`config.mk`:
```
export PLATFORM = sky130hd
export DESIGN_NAME = uhbt_core
export DESIGN_NICKNAME = d
export VERILOG_FILES = /design/src/rtl/uhbt_pkg.sv /design/src/rtl/uhbt_fifo_if.sv /design/src/rtl/uhbt_fifo.sv /design/src/rtl/uhbt_core.sv
export SDC_FILE = /design/constraint.sdc
export NUM_CORES = 1
export LEC_CHECK = 0
export BUFFER_PORTS_ARGS = -buffer_cell sky130_fd_sc_hd__buf_2
export CAP_MARGIN = 20
export CORE_MARGIN = 5
export CORE_UTILIZATION = 62
export CTS_CLUSTER_SIZE = 25
export DETAILED_ROUTE_END_ITERATION = 12
export PLACE_DENSITY = 0.82
export SYNTH_ARGS = -nofsm -noshare
export SYNTH_HDL_FRONTEND = slang
export SYNTH_SLANG_ARGS = --single-unit
```
`constraint.sdc`:
```
create_clock -name sys_clk -period 6.8 [get_ports sys_clk]
set_input_delay 0.34 -clock sys_clk [delete_from_list [all_inputs] [get_ports sys_clk]]
set_output_delay 0.34 -clock sys_clk [all_outputs]
set_load 0.005 [all_outputs]
```
`src/rtl/uhbt_pkg.sv`:
```
// uhbt_pkg: constants and types for the uart host/baud/transmit core
// assumes: one 20 MHz clock, registers reached over the 8-bit async host port

package uhbt_pkg;

    // ----------------------------------------
    // host port
    // ----------------------------------------
    localparam int DATA_W = 8;
    localparam int ADDR_W = 3;

    // ----------------------------------------
    // register offsets
    // ----------------------------------------
    localparam logic [2:0] OFS_DATA = 3'h0;
    localparam logic [2:0] OFS_IER = 3'h1;
    localparam logic [2:0] OFS_FCR = 3'h2;
    localparam logic [2:0] OFS_LCR = 3'h3;
    localparam logic [2:0] OFS_MCR = 3'h4;
    localparam logic [2:0] OFS_LSR = 3'h5;
    localparam logic [2:0] OFS_SPR = 3'h7;

    // ----------------------------------------
    // field positions
    // ----------------------------------------
    localparam int IER_RX_EN = 0;
    localparam int IER_TX_EN = 1;
    localparam int FCR_FIFO_EN = 0;
    localparam int FCR_TX_RESET = 2;
    localparam int FCR_BLOCK_XFER = 3;
    localparam int FCR_TX_TRIG_LO = 4;
    localparam int LCR_STOP2 = 2;
    localparam int LCR_PAR_EN = 3;
    localparam int LCR_PAR_EVEN = 4;
    localparam int LCR_DIV_ACCESS = 7;
    localparam int MCR_PRESCALE = 7;
    localparam int LSR_RX_READY = 0;
    localparam int LSR_THR_EMPTY = 5;
    localparam int LSR_TX_EMPTY = 6;

    // ----------------------------------------
    // reset values
    // ----------------------------------------
    localparam logic [7:0] DIV_LOW_RST = 8'h01;
    localparam logic [7:0] DIV_HIGH_RST = 8'h00;
    localparam logic [7:0] IER_RST = 8'h00;
    localparam logic [7:0] FCR_RST = 8'h00;
    localparam logic [7:0] LCR_RST = 8'h03;
    localparam logic [7:0] MCR_RST = 8'h00;
    localparam logic [7:0] SPR_RST = 8'h00;

    // ----------------------------------------
    // timing
    // ----------------------------------------
    localparam int CLK_PERIOD_NS = 50;
    localparam int RESET_MIN_NS = 40;
    localparam int RESET_MIN_CYC_RAW = (RESET_MIN_NS + CLK_PERIOD_NS - 1) / CLK_PERIOD_NS;
    localparam int RESET_MIN_CYC = (RESET_MIN_CYC_RAW < 1) ? 1 : RESET_MIN_CYC_RAW;
    localparam logic [1:0] PRESCALE_SLOW_LAST = 2'h3;
    localparam logic [3:0] BIT_TICKS_LAST = 4'hF;
    localparam int TX_FIFO_DEPTH = 16;

    typedef enum logic [2:0] {
        TX_IDLE,
        TX_START,
        TX_DATA,
        TX_PARITY,
        TX_STOP
    } uhbt_tx_state_t;

    // transmit trigger level from the two fifo_control bits
    function automatic logic [4:0] uhbt_tx_trigger(input logic [1:0] sel);
        case (sel)
            2'h0: uhbt_tx_trigger = 5'h01;
            2'h1: uhbt_tx_trigger = 5'h04;
            2'h2: uhbt_tx_trigger = 5'h08;
            default: uhbt_tx_trigger = 5'h0E;
        endcase
    endfunction : uhbt_tx_trigger

endpackage : uhbt_pkg

```
`src/rtl/uhbt_fifo_if.sv`:
```
// uhbt_fifo_if: valid/ready link between the core and its transmit fifo
// assumes: both ends on sys_clk

interface uhbt_fifo_if #(
    parameter int WIDTH = 8,
    parameter int DEPTH = 16
);
    logic in_valid;
    logic in_ready;
    logic [WIDTH-1:0] in_data;
    logic out_valid;
    logic out_ready;
    logic [WIDTH-1:0] out_data;
    logic [$clog2(DEPTH+1)-1:0] level;
    logic flush;

    modport core (
        output in_valid, in_data, out_ready, flush,
        input in_ready, out_valid, out_data, level
    );
    modport fifo (
        input in_valid, in_data, out_ready, flush,
        output in_ready, out_valid, out_data, level
    );
endinterface : uhbt_fifo_if

```
`src/rtl/uhbt_fifo.sv`:
```
// uhbt_fifo: parameterised synchronous fifo with valid/ready on both sides
// assumes: single clock, synchronous active-high reset

module uhbt_fifo #(
    parameter int WIDTH = 8,
    parameter int DEPTH = 16
) (
    input wire logic sys_clk,
    input wire logic srst,
    uhbt_fifo_if.fifo f
);
    import uhbt_pkg::*;

    localparam int PW = $clog2(DEPTH);
    localparam int LW = $clog2(DEPTH + 1);

    generate
        if (DEPTH < 2 || (1 << PW) != DEPTH) begin : g_bad_depth
            $error("uhbt_fifo: DEPTH must be a power of two, at least 2");
        end
    endgenerate

    logic [WIDTH-1:0] mem [DEPTH];
    logic [PW-1:0] wr_ptr, next_wr_ptr, rd_ptr, next_rd_ptr;
    logic [LW-1:0] count, next_count;
    logic push, pop;

    // ----------------------------------------
    // next state
    // ----------------------------------------
    always_comb begin
        push = f.in_valid && (count != LW'(DEPTH));
        pop = f.out_ready && (count != '0);
        next_wr_ptr = wr_ptr;
        next_rd_ptr = rd_ptr;
        next_count = count;
        if (f.flush) begin
            next_wr_ptr = '0;
            next_rd_ptr = '0;
            next_count = '0;
        end else begin
            if (push) begin
                next_wr_ptr = wr_ptr + PW'(1);
            end
            if (pop) begin
                next_rd_ptr = rd_ptr + PW'(1);
            end
            next_count = count + LW'(push) - LW'(pop);
        end
    end

    always_ff @(posedge sys_clk) begin
        if (srst) begin
            wr_ptr <= '0;
            rd_ptr <= '0;
            count <= '0;
        end else begin
            wr_ptr <= next_wr_ptr;
            rd_ptr <= next_rd_ptr;
            count <= next_count;
        end
    end

    always_ff @(posedge sys_clk) begin
        if (push && !f.flush) begin
            mem[wr_ptr] <= f.in_data;
        end
    end

    assign f.in_ready = (count != LW'(DEPTH));
    assign f.out_valid = (count != '0);
    assign f.out_data = mem[rd_ptr];
    assign f.level = count;

endmodule : uhbt_fifo

```
`src/rtl/uhbt_core.sv`:
```
// uhbt_core: host port, id readout, interrupt pin, baud generator, transmitter
// assumes: sys_clk is the oscillator clock; host pins are asynchronous to it

module uhbt_core #(
    parameter int FIFO_DEPTH = uhbt_pkg::TX_FIFO_DEPTH,
    parameter logic [7:0] DEVICE_ID = 8'h5A,  // arbitrary value
    parameter logic [7:0] REVISION_ID = 8'h0C  // arbitrary value
) (
    input wire logic sys_clk,
    input wire logic srst,
    input wire logic reset_pin,
    input wire logic bus_style_select,
    input wire logic cs_n,
    input wire logic read_strobe_n,
    input wire logic write_strobe_n,
    input wire logic rw_dir,
    input wire logic [uhbt_pkg::ADDR_W-1:0] addr,
    input wire logic [uhbt_pkg::DATA_W-1:0] data_in,
    input wire logic rx_data_ready,
    input wire logic rx_above_trigger,
    output logic [uhbt_pkg::DATA_W-1:0] data_out,
    output logic data_oe_n,
    output logic int_out,
    output logic tx_serial,
    output logic osc_out
);
    import uhbt_pkg::*;

    generate
        if (FIFO_DEPTH < 16 || FIFO_DEPTH > 16) begin : g_bad_depth
            $error("uhbt_core: trigger table serves FIFO_DEPTH 16 only");
        end
    endgenerate

    // ----------------------------------------
    // pin synchronisers
    // ----------------------------------------
    localparam int SW = 17;
    logic [SW-1:0] pin_s1, pin_s2;
    logic s_cs_n, s_rd_n, s_wr_n, s_rw, s_style, s_rst;
    logic [2:0] s_addr;
    logic [7:0] s_data;

    always_ff @(posedge sys_clk) begin
        pin_s1 <= {cs_n, read_strobe_n, write_strobe_n, rw_dir, addr, data_in,
                   bus_style_select, reset_pin};
        pin_s2 <= pin_s1;
    end

    assign {s_cs_n, s_rd_n, s_wr_n, s_rw, s_addr, s_data, s_style, s_rst} = pin_s2;

    // ----------------------------------------
    // reset pin
    // ----------------------------------------
    logic [1:0] rst_cnt, next_rst_cnt;
    logic pin_rst_act, rst;

    always_comb begin
        pin_rst_act = s_style ? s_rst : !s_rst;
        next_rst_cnt = pin_rst_act ? ((rst_cnt == 2'h3) ? rst_cnt : rst_cnt + 2'h1) : 2'h0;
    end

    always_ff @(posedge sys_clk) begin
        if (srst) begin
            rst_cnt <= 2'h0;
        end else begin
            rst_cnt <= next_rst_cnt;
        end
    end

    assign rst = srst || (32'(rst_cnt) >= RESET_MIN_CYC);

    // ----------------------------------------
    // host cycle decode
    // ----------------------------------------
    logic rd_act, wr_act, wr_act_q, next_wr_act_q, wr_pulse;
    logic [2:0] wr_addr, next_wr_addr;
    logic [7:0] wr_data, next_wr_data;

    always_comb begin
        rd_act = !s_cs_n && (s_style ? !s_rd_n : s_rw);
        wr_act = !s_cs_n && (s_style ? !s_wr_n : !s_rw);
        next_wr_act_q = wr_act;
        next_wr_addr = wr_act ? s_addr : wr_addr;
        next_wr_data = wr_act ? s_data : wr_data;
        wr_pulse = wr_act_q && !wr_act;
    end

    always_ff @(posedge sys_clk) begin
        if (rst) begin
            wr_act_q <= 1'b0;
            wr_addr <= 3'h0;
            wr_data <= 8'h00;
        end else begin
            wr_act_q <= next_wr_act_q;
            wr_addr <= next_wr_addr;
            wr_data <= next_wr_data;
        end
    end

    // ----------------------------------------
    // registers
    // ----------------------------------------
    logic [7:0] div_low, next_div_low, div_high, next_div_high, ier, next_ier;
    logic [7:0] fifo_control, next_fcr, lcr, next_lcr, modem_control, next_mcr, scratch_reg, next_spr;
    logic flush, next_flush, div_acc, fifo_en;
    logic [15:0] divisor;

    uhbt_fifo_if #(.WIDTH(8), .DEPTH(FIFO_DEPTH)) txf ();

    assign div_acc = lcr[LCR_DIV_ACCESS];
    assign fifo_en = fifo_control[FCR_FIFO_EN];
    assign divisor = {div_high, div_low};

    always_comb begin
        next_div_low = div_low;
        next_div_high = div_high;
        next_ier = ier;
        next_fcr = fifo_control;
        next_lcr = lcr;
        next_mcr = modem_control;
        next_spr = scratch_reg;
        next_flush = 1'b0;
        if (wr_pulse) begin
            case (wr_addr)
                OFS_DATA: begin
                    if (div_acc) begin
                        next_div_low = wr_data;
                    end
                end
                OFS_IER: begin
                    if (div_acc) begin
                        next_div_high = wr_data;
                    end else begin
                        next_ier = wr_data;
                    end
                end
                OFS_FCR: begin
                    next_fcr = {wr_data[7:3], 2'b00, wr_data[0]};
                    next_flush = wr_data[FCR_TX_RESET] || (wr_data[0] != fifo_en);
                end
                OFS_LCR: next_lcr = wr_data;
                OFS_MCR: next_mcr = wr_data;
                OFS_SPR: next_spr = wr_data;
                default: next_spr = scratch_reg;
            endcase
        end
    end

    always_ff @(posedge sys_clk) begin
        if (rst) begin
            div_low <= DIV_LOW_RST;
            div_high <= DIV_HIGH_RST;
            ier <= IER_RST;
            fifo_control <= FCR_RST;
            lcr <= LCR_RST;
            modem_control <= MCR_RST;
            scratch_reg <= SPR_RST;
            flush <= 1'b0;
        end else begin
            div_low <= next_div_low;
            div_high <= next_div_high;
            ier <= next_ier;
            fifo_control <= next_fcr;
            lcr <= next_lcr;
            modem_control <= next_mcr;
            scratch_reg <= next_spr;
            flush <= next_flush;
        end
    end

    // holding write: one slot without fifo mode, full depth with it
    assign txf.in_valid = wr_pulse && (wr_addr == OFS_DATA) && !div_acc
                          && (fifo_en || txf.level == '0);
    assign txf.in_data = wr_data;
    assign txf.flush = flush;

    uhbt_fifo #(.WIDTH(8), .DEPTH(FIFO_DEPTH)) u_txfifo (
        .sys_clk(sys_clk),
        .srst(rst),
        .f(txf)
    );

    // ----------------------------------------
    // read path and interrupt pin
    // ----------------------------------------
    uhbt_tx_state_t state, next_state;
    logic [7:0] line_status, next_data_out;
    logic tx_cond, rx_cond, next_int_out;

    always_comb begin
        line_status = 8'h00;
        line_status[LSR_RX_READY] = rx_data_ready;
        line_status[LSR_THR_EMPTY] = (txf.level == '0);
        line_status[LSR_TX_EMPTY] = (txf.level == '0) && (state == TX_IDLE);
        case (s_addr)
            OFS_DATA: next_data_out = !div_acc ? 8'h00 :
                                      (divisor == 16'h0000) ? REVISION_ID : div_low;
            OFS_IER: next_data_out = !div_acc ? ier :
                                     (divisor == 16'h0000) ? DEVICE_ID : div_high;
            OFS_FCR: next_data_out = {{2{fifo_en}}, 6'h01};
            OFS_LCR: next_data_out = lcr;
            OFS_MCR: next_data_out = modem_control;
            OFS_LSR: next_data_out = line_status;
            OFS_SPR: next_data_out = scratch_reg;
            default: next_data_out = 8'h00;
        endcase
        tx_cond = ier[IER_TX_EN] && (fifo_en ?
                  (txf.level < uhbt_tx_trigger(fifo_control[5:4])) : (txf.level == '0));
        rx_cond = ier[IER_RX_EN] && (fifo_en ? rx_above_trigger : rx_data_ready);
        next_int_out = s_style ? (tx_cond || rx_cond) : !(tx_cond || rx_cond);
    end

    always_ff @(posedge sys_clk) begin
        if (rst) begin
            data_out <= 8'h00;
            data_oe_n <= 1'b1;
            int_out <= 1'b0;
        end else begin
            data_out <= next_data_out;
            data_oe_n <= !rd_act;
            int_out <= next_int_out;
        end
    end

    // ----------------------------------------
    // prescaler and baud generator
    // ----------------------------------------
    logic [1:0] pre_cnt, next_pre_cnt;
    logic [15:0] div_cnt, next_div_cnt;
    logic pre_tick, tick16, next_osc_out;

    always_comb begin
        pre_tick = !modem_control[MCR_PRESCALE] || (pre_cnt == PRESCALE_SLOW_LAST);
        next_pre_cnt = pre_cnt + 2'h1;
        tick16 = pre_tick && (divisor != 16'h0000) && (div_cnt >= divisor - 16'h0001);
        next_div_cnt = tick16 ? 16'h0000 : pre_tick ? div_cnt + 16'h0001 : div_cnt;
        next_osc_out = !osc_out;
    end

    always_ff @(posedge sys_clk) begin
        if (rst) begin
            pre_cnt <= 2'h0;
            div_cnt <= 16'h0000;
            osc_out <= 1'b0;
        end else begin
            pre_cnt <= next_pre_cnt;
            div_cnt <= next_div_cnt;
            osc_out <= next_osc_out;
        end
    end

    // ----------------------------------------
    // transmitter
    // ----------------------------------------
    logic [3:0] tick_cnt, next_tick_cnt;
    logic [2:0] bit_idx, next_bit_idx;
    logic [7:0] shreg, next_shreg, mask;
    logic par, next_par, stop_idx, next_stop_idx, bit_end, next_tx_serial;

    assign txf.out_ready = (state == TX_IDLE) && tick16;
    assign mask = 8'hFF >> (2'h3 - lcr[1:0]);

    always_comb begin
        next_state = state;
        next_tick_cnt = tick_cnt;
        next_bit_idx = bit_idx;
        next_shreg = shreg;
        next_par = par;
        next_stop_idx = stop_idx;
        bit_end = tick16 && (tick_cnt == BIT_TICKS_LAST);
        if (tick16 && state != TX_IDLE) begin
            next_tick_cnt = tick_cnt + 4'h1;
        end
        case (state)
            TX_IDLE: begin
                if (txf.out_valid && tick16) begin
                    next_state = TX_START;
                    next_shreg = txf.out_data & mask;
                    next_par = lcr[LCR_PAR_EVEN] ? ^(txf.out_data & mask)
                                                 : ~^(txf.out_data & mask);
                    next_tick_cnt = 4'h0;
                    next_bit_idx = 3'h0;
                    next_stop_idx = 1'b0;
                end
            end
            TX_START: begin
                if (bit_end) begin
                    next_state = TX_DATA;
                end
            end
            TX_DATA: begin
                if (bit_end) begin
                    next_shreg = shreg >> 1;
                    next_bit_idx = bit_idx + 3'h1;
                    if (bit_idx == {1'b1, lcr[1:0]}) begin
                        next_state = lcr[LCR_PAR_EN] ? TX_PARITY : TX_STOP;
                    end
                end
            end
            TX_PARITY: begin
                if (bit_end) begin
                    next_state = TX_STOP;
                end
            end
            TX_STOP: begin
                if (bit_end) begin
                    next_stop_idx = 1'b1;
                    if (!lcr[LCR_STOP2] || stop_idx) begin
                        next_state = TX_IDLE;
                    end
                end
            end
            default: next_state = TX_IDLE;
        endcase
        case (next_state)
            TX_START: next_tx_serial = 1'b0;
            TX_DATA: next_tx_serial = next_shreg[0];
            TX_PARITY: next_tx_serial = next_par;
            default: next_tx_serial = 1'b1;
        endcase
    end

    always_ff @(posedge sys_clk) begin
        if (rst) begin
            state <= TX_IDLE;
            tick_cnt <= 4'h0;
            bit_idx <= 3'h0;
            shreg <= 8'h00;
            par <= 1'b0;
            stop_idx <= 1'b0;
            tx_serial <= 1'b1;
        end else begin
            state <= next_state;
            tick_cnt <= next_tick_cnt;
            bit_idx <= next_bit_idx;
            shreg <= next_shreg;
            par <= next_par;
            stop_idx <= next_stop_idx;
            tx_serial <= next_tx_serial;
        end
    end

endmodule : uhbt_core

```
==> metrics.md <==
| Metric | Value |
|---|---|
| Largest cells by area after synthesis | `edfxtp_1 32%, dfxtp_1 27%, mux4_2 6.1%` |
| TritonCTS Buffers | `28` |
| Sequential Area | `7190 um2` |
| Final Max Tran Viols | `0` |
| Share of async-settable or async-resettable flops after synthesis | `0%` |
| Setup crit end kind | `flip-flop` |
| WHS | `~0.13 ns` |
| CP delay by family, top | `simple AND/OR/NAND/NOR gates` |
| GRT overflow | `0` |
| CTS tree | `yes` |
| Post-synth cell types | `68` |
| GR Layer Usage met2 | `40.2%` |
| Busiest grt layer | `met2` |
| Clock sink count | `between 200 and 300` |
| Crit path time final | `5.32 ns` |
| Buf/Inv on CP | `2` |
| Clock skew | `between 0.009 and 0.01 ns` |
| Initial antenna violation count | `0` |
| Crit path top cell by count | `ha_1` |
| CP startpoint | `div_low[2]` |
| Outcome | `completed` |
| IO Count | `33` |
| Arr. time, crit path | `5.78 ns` |
| Max Cap Viol | `0` |
| Hold path startpoint | `srst` |
| H-tree Lvls | `1` |
| Ys Warns | `0` |
| Layout cells sized above 1 | `a little over an eighth` |
| Biggest register | `u_txfifo.mem` |
| CTS root buf | `clkbuf_16` |
| DIE HEIGHT | `150 um` |
| Crit-path max cell delay | `0.54 ns` |
| Via count | `~7800` |
| Max reg flops | `128` |
| Ys flop type | `dfxtp_1` |
| Regs by FF count | `u_txfifo.mem x128, pin_s1 x17, pin_s2 x17` |
| Mapped Area | `12200 um2` |
| Post-DP HPWL | `16300 um` |
| EDFF count, synth | `128` |
| Clock transition at the registers of the reported paths | `about 0.06 ns` |
| Maximum vdd drop | `approximately 0.25 mV` |
| Synth-to-Final Area Change | `12.7%` |
| Die Area | `22600 um2` |
| #FFs+latches synth | `295` |
| Slew Limit Headroom | `23.4%` |
| Worst-margin pin slew | `1.15 ns` |
| DR pass1 iterations | `5` |
| PortBufs | `32` |
| CTS max path bufs | `3` |
| Final setup fails | `0` |
| Post-CTS setup buffers | `0` |
| Worst-Skew Late Latency | `0.54 ns` |
| Vias per Instance | `5.99` |
| Core Area | `19400 um2` |
| Drt drc | `0` |
| Final period utilization | `78.2%` |
| RSZ-0062 raised after global routing | `false` |
| Global-route wire length before repair | `42400 um` |
| Initial DRC Count | `~900` |
| Setup crit start kind | `flip-flop` |
| WP data required | `approximately 7.3 ns` |
| Post-synthesis cell count | `980` |
| Area occupied by multi-input gates | `4690 um2` |
| Avg Inst Size Synth | `12.4 um2` |
| Wire length per cell | `slightly above 20 um` |
| # rows | `51` |
| Power Total | `4.47 mW` |
| CTS hold repair buffers | `17` |
| Sequential share of the synthesized area | `59.0%` |
| Most frequent cell after synthesis | `dfxtp_1` |
| Yosys top cell area share | `a little under a third` |
| M1 GR Usage | `about 35%` |
| Fill count | `approximately 1300` |
| LEAKAGE | `5.13 nW` |
| Synth area leader | `edfxtp_1` |
| Fin util | `70.8%` |
| Max Clk Rate | `about 190 MHz` |
| Slowest cell on crit path | `a2111o_1` |
| PD cells | `326 nW/um2` |
| CTS resizes | `0` |
| # diodes | `0` |
| Final ANT Viol Nets | `0` |
| GRT Total Usage | `about 24%` |
| GR Layer Usage met3 | `3.43%` |
| Hold Path Class | `input port to flip-flop` |
| Syn_nets | `1039` |
| Crit path cell chain | `nor4_1 > nand2_1 > or2_2 > nor4_1 > xnor2_1 > ha_1 > and4_1 > nand3_1 > o211ai_1 > a2111o_1 > nand3_2 > inv_1 > ha_1 > inv_1 > ha_1 > fa_1 > a21oi_1 > nor2_1 > or3_1 > a21oi_1` |
| Top cells by count, synth | `167 x dfxtp_1, 130 x nor2_1, 128 x edfxtp_1` |
| Number of global-route vias before repair | `slightly below 8000` |
| Largest net degree at the start of global routing | `85` |
| Fin. Hold Viols | `0` |
| Reg-to-Reg Start | `div_low[2]` |
| Die W | `roughly 150 um` |
| Initial cell density of the core | `between 60% and 70%` |
| Kind of critical path | `flip-flop to flip-flop` |
| WL final | `26600 um` |
| Fin nets | `1078` |
| Worst Path Max Fanout | `20` |
| Routability Congestion | `0.849` |
| Final setup TNS | `0 ns` |
[kinds of logic (layout without fill, tap and decap cells)]
group,after synthesis,after routing,synth area share (%)
buffers and inverters,75,135,2.56
and+or+nand+nor,303,303,11.9
muxes,105,105,12.2
DFF,295,295,59.0
AOI/OAI and AO/OA,110,110,6.39
xor gates and xnor gates,54,54,4.00
adders and majority gates,38,38,3.96
[per-stage QoR]
stage          setup slack, ns  cells  area (um2)
6_report                  1.48   1305       13700
5_1_grt                   1.00   1305       13700
4_1_cts                   1.52   1305       13700
3_5_place_dp              1.59   1237       12500
3_3_place_gp              1.75   1237       12500
2_1_floorplan             2.00    980       12200
[cell usage in the layout, fill, tap and decap left out, types with 9 or more instances in the layout]
| master | synthesis | routed |
|---|---|---|
| a21oi_1 | 30 | 30 |
| a22oi_1 | 18 | 18 |
| and2_1 | 19 | 19 |
| buf_2 | 6 | 32 |
| clkbuf_16 | 0 | 33 |
| dfxtp_1 | 167 | 166 |
| dlygate4sd3_1 | 0 | 17 |
| edfxtp_1 | 128 | 128 |
| ha_1 | 37 | 37 |
| inv_1 | 29 | 29 |
| mux2i_1 | 68 | 68 |
| mux4_2 | 33 | 33 |
| nand2_1 | 52 | 52 |
| nand3_1 | 17 | 17 |
| nor2_1 | 130 | 130 |
| nor2b_1 | 9 | 9 |
| nor3_1 | 14 | 14 |
| o21ai_0 | 12 | 12 |
| or3_1 | 10 | 10 |
| xnor2_1 | 30 | 30 |
| xor2_1 | 23 | 23 |
[metal layers]
metal	part of all wire, %	up-vias	wire [um]
li1	-	3623	-
met1	42	3837	11200
met2	49	326	13000
met3	7.3	36	1950
met4	1.8	0	483
met5	0	-	0
[final timing paths]
check	cells after the start	slack, ns	to
worst min register to register	0	0.33	pin_s2[16]
worst max-delay path	20	1.48	u_txfifo.f.level[4]
worst max register to register	20	1.48	u_txfifo.f.level[4]
worst min-delay path	3	0.13	rst_cnt[0]
[worst register-to-register path: stages, from the launching register on]
cell and delay, ns:
dfxtp_1 0.37, nor4_1 0.53, nand2_1 0.15, or2_2 0.31
nor4_1 0.24, xnor2_1 0.17, ha_1 0.26, and4_1 0.17
nand3_1 0.09, o211ai_1 0.12, a2111o_1 0.54, nand3_2 0.18
inv_1 0.32, ha_1 0.41, inv_1 0.04, ha_1 0.22
fa_1 0.41, a21oi_1 0.16, nor2_1 0.06, or3_1 0.34
a21oi_1 0.15
[power by group]
group	switching [mW]	internal, mW	total (mW)	leakage (nW)
logic	0.434	0.374	0.808	2.03
clock network	0.655	1.03	1.68	0.516
registers	0.0675	1.92	1.98	2.58
[area by class of cell]
cell class                 count  area share, %
sequential                   295           52.3
tap                          265           2.41
timing repair buffer          55           2.73
clock inverter                13           1.11
clock buffer                  38           6.44
inverter                      29          0.793
multi-input combinational    610           34.2
No activity file was read; power rests on OpenSTA's default activity.
